==> src/shared/diag_status_pkg.sv <==
`default_nettype none
package diag_status_pkg;
  // ---------------------------------------------------------------
  // Register map
  // ---------------------------------------------------------------
  localparam logic [7:0] STATUS_OFFSET     = 8'h02;
  localparam logic [7:0] STATUS_RESET      = 8'h00;
  localparam int         BIT_OVERTEMP      = 6;
  localparam int         BIT_LINEAR_ON     = 5;
  localparam int         BIT_RESERVED      = 4;
  localparam int         BIT_THERMAL_SD    = 3;
  localparam int         BIT_OVERCURRENT   = 2;
  localparam int         BIT_LOAD_PRESENT  = 1;
  localparam int         BIT_OUT_IN_RANGE  = 0;
  localparam int         BIT_UNDEFINED     = 7;
  // ---------------------------------------------------------------
  // Timing
  // ---------------------------------------------------------------
  localparam int         CLK_PERIOD_PS     = 5000;
  localparam int         OC_PERSIST_MS     = 48;
  localparam longint     OC_PERSIST_CYCLES = (longint'(OC_PERSIST_MS) * 64'd1000000000) / CLK_PERIOD_PS;
  localparam int         OC_CNT_W          = 24;
endpackage : diag_status_pkg
`default_nettype wire

==> src/hw/diagnostic_status.sv <==
`timescale 1ns/100ps
`default_nettype none
// Operation
// - Bit 6 shows die temperature above 125 C.
// - Bit 5 shows linear stage running alongside boost stage.
// - Bit 3 sets on a thermal shutdown event.
// - Bit 2 sets after over-current lasts beyond 48 ms; clears on release.
// - Latched thermal or over-current holds fault request low until released.
// - Bit 1 shows output current above 50 mA.
// - Bit 0 shows output voltage within range.
// - Bit 6, latched bit 3 or 2, or bit 0 clear (output out of range) pulls fault request low.
// - Other flags follow conditions without latching.
module diagnostic_status #(
  parameter logic [23:0] OC_LIMIT = 24'(diag_status_pkg::OC_PERSIST_CYCLES)
) (
  input  wire logic       clk,             // 200 MHz clock
  input  wire logic       rst,             // Async reset, active high
  input  wire logic       die_hot,         // Die above 125 C
  input  wire logic       linear_running,  // Linear regulator on
  input  wire logic       boost_running,   // Boost stage on
  input  wire logic       thermal_event,   // Thermal shutdown occurring
  input  wire logic       overcurrent,     // Over-current condition present
  input  wire logic       load_above_min,  // Output current above 50 mA
  input  wire logic       vout_in_range,   // Output voltage in range
  input  wire logic       rd_strobe,       // Register read pulse
  input  wire logic [7:0] rd_addr,         // Register read address
  input  wire logic       release_strobe,  // Host releases latched faults
  output logic      [7:0] rd_data,         // Read data, registered
  output logic            fault_request_n  // Active-low fault request
);
  // ---------------------------------------------------------------
  // Condition capture
  // ---------------------------------------------------------------
  logic       oc_expired;
  logic       tsd_q;
  logic       tsd_d;
  logic       ocf_q;
  logic       ocf_d;
  logic       read_seen_q;
  logic       read_seen_d;
  logic [7:0] status_q;
  logic [7:0] status_d;
  logic [7:0] rdat_d;
  logic       fault_d;

  persist_timer #(
    .LIMIT   (OC_LIMIT)
  ) u_oc_timer (
    .clk     (clk),
    .rst     (rst),
    .cond    (overcurrent),
    .expired (oc_expired)
  );

  // ---------------------------------------------------------------
  // Latches and status image
  // ---------------------------------------------------------------
  always_comb
  begin
    read_seen_d = read_seen_q;
    if (rd_strobe && rd_addr == diag_status_pkg::STATUS_OFFSET)
      read_seen_d = 1'b1;
    // Release only after a read and once conditions are gone; set wins
    tsd_d = tsd_q;
    ocf_d = ocf_q;
    if (release_strobe && read_seen_q)
    begin
      tsd_d       = 1'b0;
      ocf_d       = 1'b0;
      read_seen_d = 1'b0;
    end
    if (thermal_event)
      tsd_d = 1'b1;
    if (oc_expired)
      ocf_d = 1'b1;
    status_d = diag_status_pkg::STATUS_RESET;
    status_d[diag_status_pkg::BIT_OVERTEMP]     = die_hot;
    status_d[diag_status_pkg::BIT_LINEAR_ON]    = linear_running && boost_running;
    status_d[diag_status_pkg::BIT_THERMAL_SD]   = tsd_d;
    status_d[diag_status_pkg::BIT_OVERCURRENT]  = ocf_d;
    status_d[diag_status_pkg::BIT_LOAD_PRESENT] = load_above_min;
    status_d[diag_status_pkg::BIT_OUT_IN_RANGE] = vout_in_range;
    // Linear-on and in-range are normal states, not faults
    fault_d = ~(tsd_d | ocf_d | die_hot | ~vout_in_range);
    rdat_d  = rd_data;
    if (rd_strobe)
      rdat_d = (rd_addr == diag_status_pkg::STATUS_OFFSET) ? status_q : 8'h00;
  end

  always_ff @(posedge clk or posedge rst)
  begin
    if (rst)
    begin
      tsd_q           <= 1'b0;
      ocf_q           <= 1'b0;
      read_seen_q     <= 1'b0;
      status_q        <= diag_status_pkg::STATUS_RESET;
      rd_data         <= 8'h00;
      fault_request_n <= 1'b1;
    end
    else
    begin
      tsd_q           <= tsd_d;
      ocf_q           <= ocf_d;
      read_seen_q     <= read_seen_d;
      status_q        <= status_d;
      rd_data         <= rdat_d;
      fault_request_n <= fault_d;
    end
  end

  // ---------------------------------------------------------------
  // Check helpers
  // ---------------------------------------------------------------
  // Own run length, so the timer is not checked against itself
  logic [23:0] oc_run_q;
  logic [23:0] oc_run_d;

  always_comb
  begin
    oc_run_d = oc_run_q;
    if (!overcurrent)
      oc_run_d = 24'h000000;
    else if (oc_run_q != 24'hFFFFFF)
      oc_run_d = oc_run_q + 24'h000001;
  end

  always_ff @(posedge clk or posedge rst)
  begin
    if (rst)
      oc_run_q <= 24'h000000;
    else
      oc_run_q <= oc_run_d;
  end
endmodule : diagnostic_status
`default_nettype wire

==> src/hw/persist_timer.sv <==
`timescale 1ns/100ps
`default_nettype none
module persist_timer #(
  parameter logic [23:0] LIMIT = 24'h000010
) (
  input  wire logic clk,      // System clock
  input  wire logic rst,      // Async reset
  input  wire logic cond,     // Condition to time
  output logic      expired   // Condition lasted beyond LIMIT cycles
);
  logic [23:0] cnt_q;
  logic [23:0] cnt_d;
  logic        exp_d;

  always_comb
  begin
    cnt_d = cnt_q;
    exp_d = 1'b0;
    if (!cond)
      cnt_d = 24'h000000;
    else if (cnt_q < LIMIT)
      cnt_d = cnt_q + 24'h000001;
    else
      exp_d = 1'b1;
  end

  always_ff @(posedge clk or posedge rst)
  begin
    if (rst)
    begin
      cnt_q   <= 24'h000000;
      expired <= 1'b0;
    end
    else
    begin
      cnt_q   <= cnt_d;
      expired <= exp_d;
    end
  end
endmodule : persist_timer
`default_nettype wire

==> config.mk <==
export PLATFORM = sky130hd
export DESIGN_NAME = diagnostic_status
export DESIGN_NICKNAME = d
export VERILOG_FILES = /design/src/shared/diag_status_pkg.sv /design/src/hw/diagnostic_status.sv /design/src/hw/persist_timer.sv
export SDC_FILE = /design/constraint.sdc
export NUM_CORES = 1
export LEC_CHECK = 0
export BUFFER_PORTS_ARGS = -buffer_cell sky130_fd_sc_hd__buf_2
export CAP_MARGIN = 20
export CORE_MARGIN = 10
export CORE_UTILIZATION = 55
export DETAILED_ROUTE_END_ITERATION = 12
export PLACE_DENSITY = 0.87
export SLEW_MARGIN = 40
export SYNTH_ARGS = -nofsm -noshare
export SYNTH_HDL_FRONTEND = slang
export SYNTH_SLANG_ARGS = --single-unit
export TNS_END_PERCENT = 100
==> constraint.sdc <==
create_clock -name clk -period 3.1 [get_ports clk]
set_input_delay 0.31 -clock clk [delete_from_list [all_inputs] [get_ports clk]]
set_output_delay 0.31 -clock clk [all_outputs]
set_load 0.005 [all_outputs]
After elaboration in Yosys (flattened, before gate mapping)
Index checks and enable logic that the tools add are counted.
Operators by class
  add/sub/neg operators: 1
  $mul: 0
  divide/modulo/power cells: 0
  $lt $le $gt $ge: 1
  eq/ne operators: 2
  shifts and indexed selects: 0
  multiplexer cells: 11
  bitwise gates (word level): 5
  reductions and logical operators: 4
Operators by type and width (number)
  2-to-1 mux 24 bit: 2
  adder 24 x 1 -> 24 bit (second input constant): 1
  < comparator 24 bit (second input constant): 1
  == test 8 x 2 -> 1 bit (second input constant): 1
  2-to-1 mux 1 bit: 8
  2-to-1 mux 7 bit: 1
  logical AND 1 bit: 3
  bitwise OR 1 bit: 3
  != test 2 x 1 -> 1 bit (second input constant): 1
  inverter 1 bit: 2
  nonzero test 2 bit: 1
Word-level totals
  register bits: 43
  bits in latches: 0
  bits in writable memories: 0
  ROM bits: 0
  input bits: 19
  output and inout bits: 9
  logic and storage cells: 32
  memories kept: 0

Logic depth before layout (Yosys ltp)
  depth in word-level cells: 7
  depth in mapped cells: 6
  mapped depth without buffers: 5

Modules after synthesis
Synthesis repeated with hierarchy kept, for this count alone.
Unflattened totals
  cell total of the unflattened synthesis: 202
  area, all modules: 1999.4 µm²
Modules (own cells, without submodules)
  persist_timer: instances 1, cells an instance 154, area each 1430.1 µm², seq. area each 625.6 µm²
  diagnostic_status: instances 1, cells an instance 48, area each 569.3 µm², seq. area each 351.6 µm²

Worst setup path before layout
Ideal clock, no wire load.
  path kind: register to register
  start: reg u_oc_timer.cnt_q[22]
  end: reg u_oc_timer.cnt_q[1]
  library setup time: 0.132 ns
  arrival time: 2.049 ns
  required time: 2.968 ns
  slack: 0.919 ns
  cell stages (with the launch flop): 7
  path buffers: 1
  period minus slack after synthesis: 2.181 ns
  path through: dfrtp_1 -> or4_4 -> or4_4 -> o21ai_2 -> buf_6 -> mux2i_1 -> nor2_1
On the way
  word-level cells in the longest chain between the ends: 2
RTL lines
  from (decl): line persist_timer.sv:11  | logic [23:0] cnt_q;
  from (signal assigned): line persist_timer.sv:36  | cnt_q <= cnt_d;
  < comparator 24 bit: line persist_timer.sv:21  | else if (cnt_q < LIMIT)
  != test 2 x 1 -> 1 bit (no line)
No other way between the ends.
A chain may end at the register's enable or synchronous reset.

Worst setup path in the final report
  start: reg u_oc_timer.cnt_q[22]
  end: reg u_oc_timer.cnt_q[7]
Same word-level chain as after synthesis.

==> impl_metrics.tcl <==
set metrics [dict create \
    hold_viol_final 0 \
    diodes 0 \
    ys_top_cells_by_area "dfrtp_1, nand2_1, o21ai_0" \
    status "completed" \
    dr.pass1.iters 4 \
    routed_wl_um 3978 \
    async_reset_ff_share_pct 100.0 \
    die_h_um 78.73 \
    synth-edff-count 0 \
    hold_class "in -> async" \
    fin_crit_sh_pct 79.09 \
    via_count 1514 \
    drc 0 \
    p_seq_share_pct 57.3 \
    p_comb_share_pct 5.1 \
    worstSkewPairLatency_ps 360 \
    cts_root_buf "clkbuf_4" \
    cpMaxStageDelayCell "or4_4" \
    yosys.area.top_type_share_pct 50.13 \
    syn_area_um2 1897 \
    syn_inst 191 \
    port-buffer-count 25 \
    final.min_clock_period_ps 2452 \
    place_congestion 0.8290 \
    antenna_found_initial 0 \
    sw_frac_of_total_pct 22.91 \
    arrival_ps 2720 \
    ys_top_cells_by_count "dfrtp_1, nand2_1, inv_1" \
    io_pins 28 \
    worst_slew_pin_slew_ps 602.0 \
    yosysTopAreaCell "dfrtp_1" \
    synth-seq-cells 39 \
    ir_drop_mv 0.2635 \
    die_x_um 78.73 \
    die-area_um2 6198 \
    overflow 0 \
    syn_to_final_growth_pct 12.27 \
    start_kind "register" \
    final_util_pct 63.82 \
    synth_flop_cell "dfrtp_1" \
    powerDensity_nw_per_um2 427.3 \
    cts_sinks 39 \
    crit_chain "or4_4 -> or4_4 -> o21ai_2 -> o21ai_0 -> a21oi_1" \
    grt_use_total_pct 13.17 \
    postCtsHoldBufs 0 \
    setup_viol 0 \
    drive_gt1_share_pct 22.27 \
    rows 21 \
    yosysMostFrequentCell "dfrtp_1" \
    drv_slew 0 \
    power.internal_w 0.0007015 \
    synth_seq_area_share_pct 51.52 \
    drt-initial-drc-count 121 \
    finalSetupTns_ps 0 \
    cts_tree "built" \
    ant_nets 0 \
    cp.required_ps 3370 \
    initial_core_util_pct 56.84 \
    p_leak_nw 0.8994 \
    nNetsFinal 239 \
    clkPwrFrac_pct 37.5 \
    cts_max_path_buffers 2 \
    grt_pass1_vias 1481 \
    yosysWarnings 0 \
    cap_viol_max_count 0 \
    slew_headroom_pct 59.50 \
    skew_ps 12.60 \
    crit_path_max_incr_delay_ps 550 \
    critical_path_class "reg -> reg" \
    clkTransAtPathRegs_ps 120 \
    numCtsBuffers 5 \
    rsz0062_at_grt "false" \
    synth.distinct_cells 38 \
    post_cts_buffers 0 \
    grt_max_degree 40 \
    htreeDepth 2 \
    critPathMaxFanout 14 \
    crit_path_frequent_cell "or4_4" \
    cp-end-kind "register" \
    postSynthAreaPerCell_um2 9.931 \
    max_freq_mhz 407.8 \
    core_um2 3337 \
    wire_per_inst_um 14.95 \
    grt_pass1_wl_um 6630 \
    power.switching_w 0.0002085 \
    cts_resized 0 \
    hpwl_um 2799 \
    vias_per_cell 5.692 \
]
==> registers in the layout (all words and copies together), names as in the netlist <==
name,flops
status_q,6
rd_data,6
u_oc_timer.cnt_q,24
fault_request_n,1
u_oc_timer.expired,1
read_seen_q,1
==> metal layers <==
layer  vias up  track usage, %  share of wire, %
li1        730               -                 -
met5         -               0                 0
met3         5           6.306               8.3
met1       735           13.75                43
met4         0           5.018               1.5
met2        44           22.53                47
==> path summary, 6_finish.rpt <==
path,slack (ps),depth (start not counted),start,end
max in group asynchronous,2690,3,rst,fault_request_n
hold / removal,50,3,rst,u_oc_timer.cnt_q[17]
setup / recovery,650,5,u_oc_timer.cnt_q[22],u_oc_timer.cnt_q[7]
setup reg to reg,650,5,u_oc_timer.cnt_q[22],u_oc_timer.cnt_q[7]
hold reg to reg,470,1,u_oc_timer.expired,status_q[2]
min in group clk,60,1,load_above_min,status_q[1]
==> final cells by class <==
cell class	count	area [um2]
Clock inverter	3	43.79
Multi-Input combinational cell	133	824.5
Clock buffer	5	37.54
Tap cell	46	57.56
Timing Repair Buffer	27	140.1
Sequential cell	39	977.2
Fill cell	299	1207
Inverter	13	48.80
==> critical path, delay by kind of cell, from the launching register on <==
kind,cells,cell delay [ps]
DFF,1,430
AOI/OAI and AO/OA,3,850
and+or+nand+nor,2,1080
==> cells by family (layout without fill, tap and decap cells) <==
logic type	Yosys count	after routing	share of synthesized area (%)
muxes	5	5	2.639
AOI/OAI and AO/OA	39	39	13.85
DFF	39	39	51.52
xor gates and xnor gates	7	7	3.232
and+or+nand+nor	79	79	22.69
other	1	2	0.1977
buffers and inverters	20	48	5.211
adders and majority gates	1	1	0.6595
==> power by group through the flow <==
stage | Sequential (W) | Clock (W) | Combinational [W]
2_1_floorplan | 0.000530 | 0 | 0.0000294
3_3_place_gp | 0.000531 | 0 | 0.0000459
3_5_place_dp | 0.000532 | 0 | 0.0000478
4_1_cts | 0.000522 | 0.000350 | 0.0000478
5_1_grt | 0.000523 | 0.000373 | 0.0000535
6_report | 0.000522 | 0.000341 | 0.0000468
==> through the flow <==
step           total power (W)  cells  instance area (um2)  hold WS (ps)  setup slack, ps
2_1_floorplan        0.0005595    192                 1901         341.4            919.4
3_3_place_gp         0.0005774    258                 2048         418.8            725.9
3_5_place_dp         0.0005795    258                 2048         419.7            640.1
4_1_cts              0.0009198    266                 2130         45.97            648.6
5_1_grt              0.0009501    266                 2130         26.84            537.9
6_report             0.0009100    266                 2130         51.09            648.1
==> cell usage in the layout, fill, tap and decap left out, types with 2 or more instances in the layout <==
master,instances
nor2_1,8
o31ai_1,4
o21ai_0,12
nor3_1,2
nand4_1,6
clkbuf_4,5
nor4_1,9
o31a_2,2
or3_2,5
conb_1,2
o21a_1,2
and2_1,5
a21oi_1,10
inv_1,13
dfrtp_1,38
or4_1,5
a21o_1,2
mux2i_1,5
o21ai_2,2
nand2b_1,2
nand2_1,23
o211ai_1,2
xnor2_1,2
buf_2,25
or4_4,2
buf_4,2
nand3_1,8
xor2_1,5
Note: power is estimated with default switching activity, not from simulation.
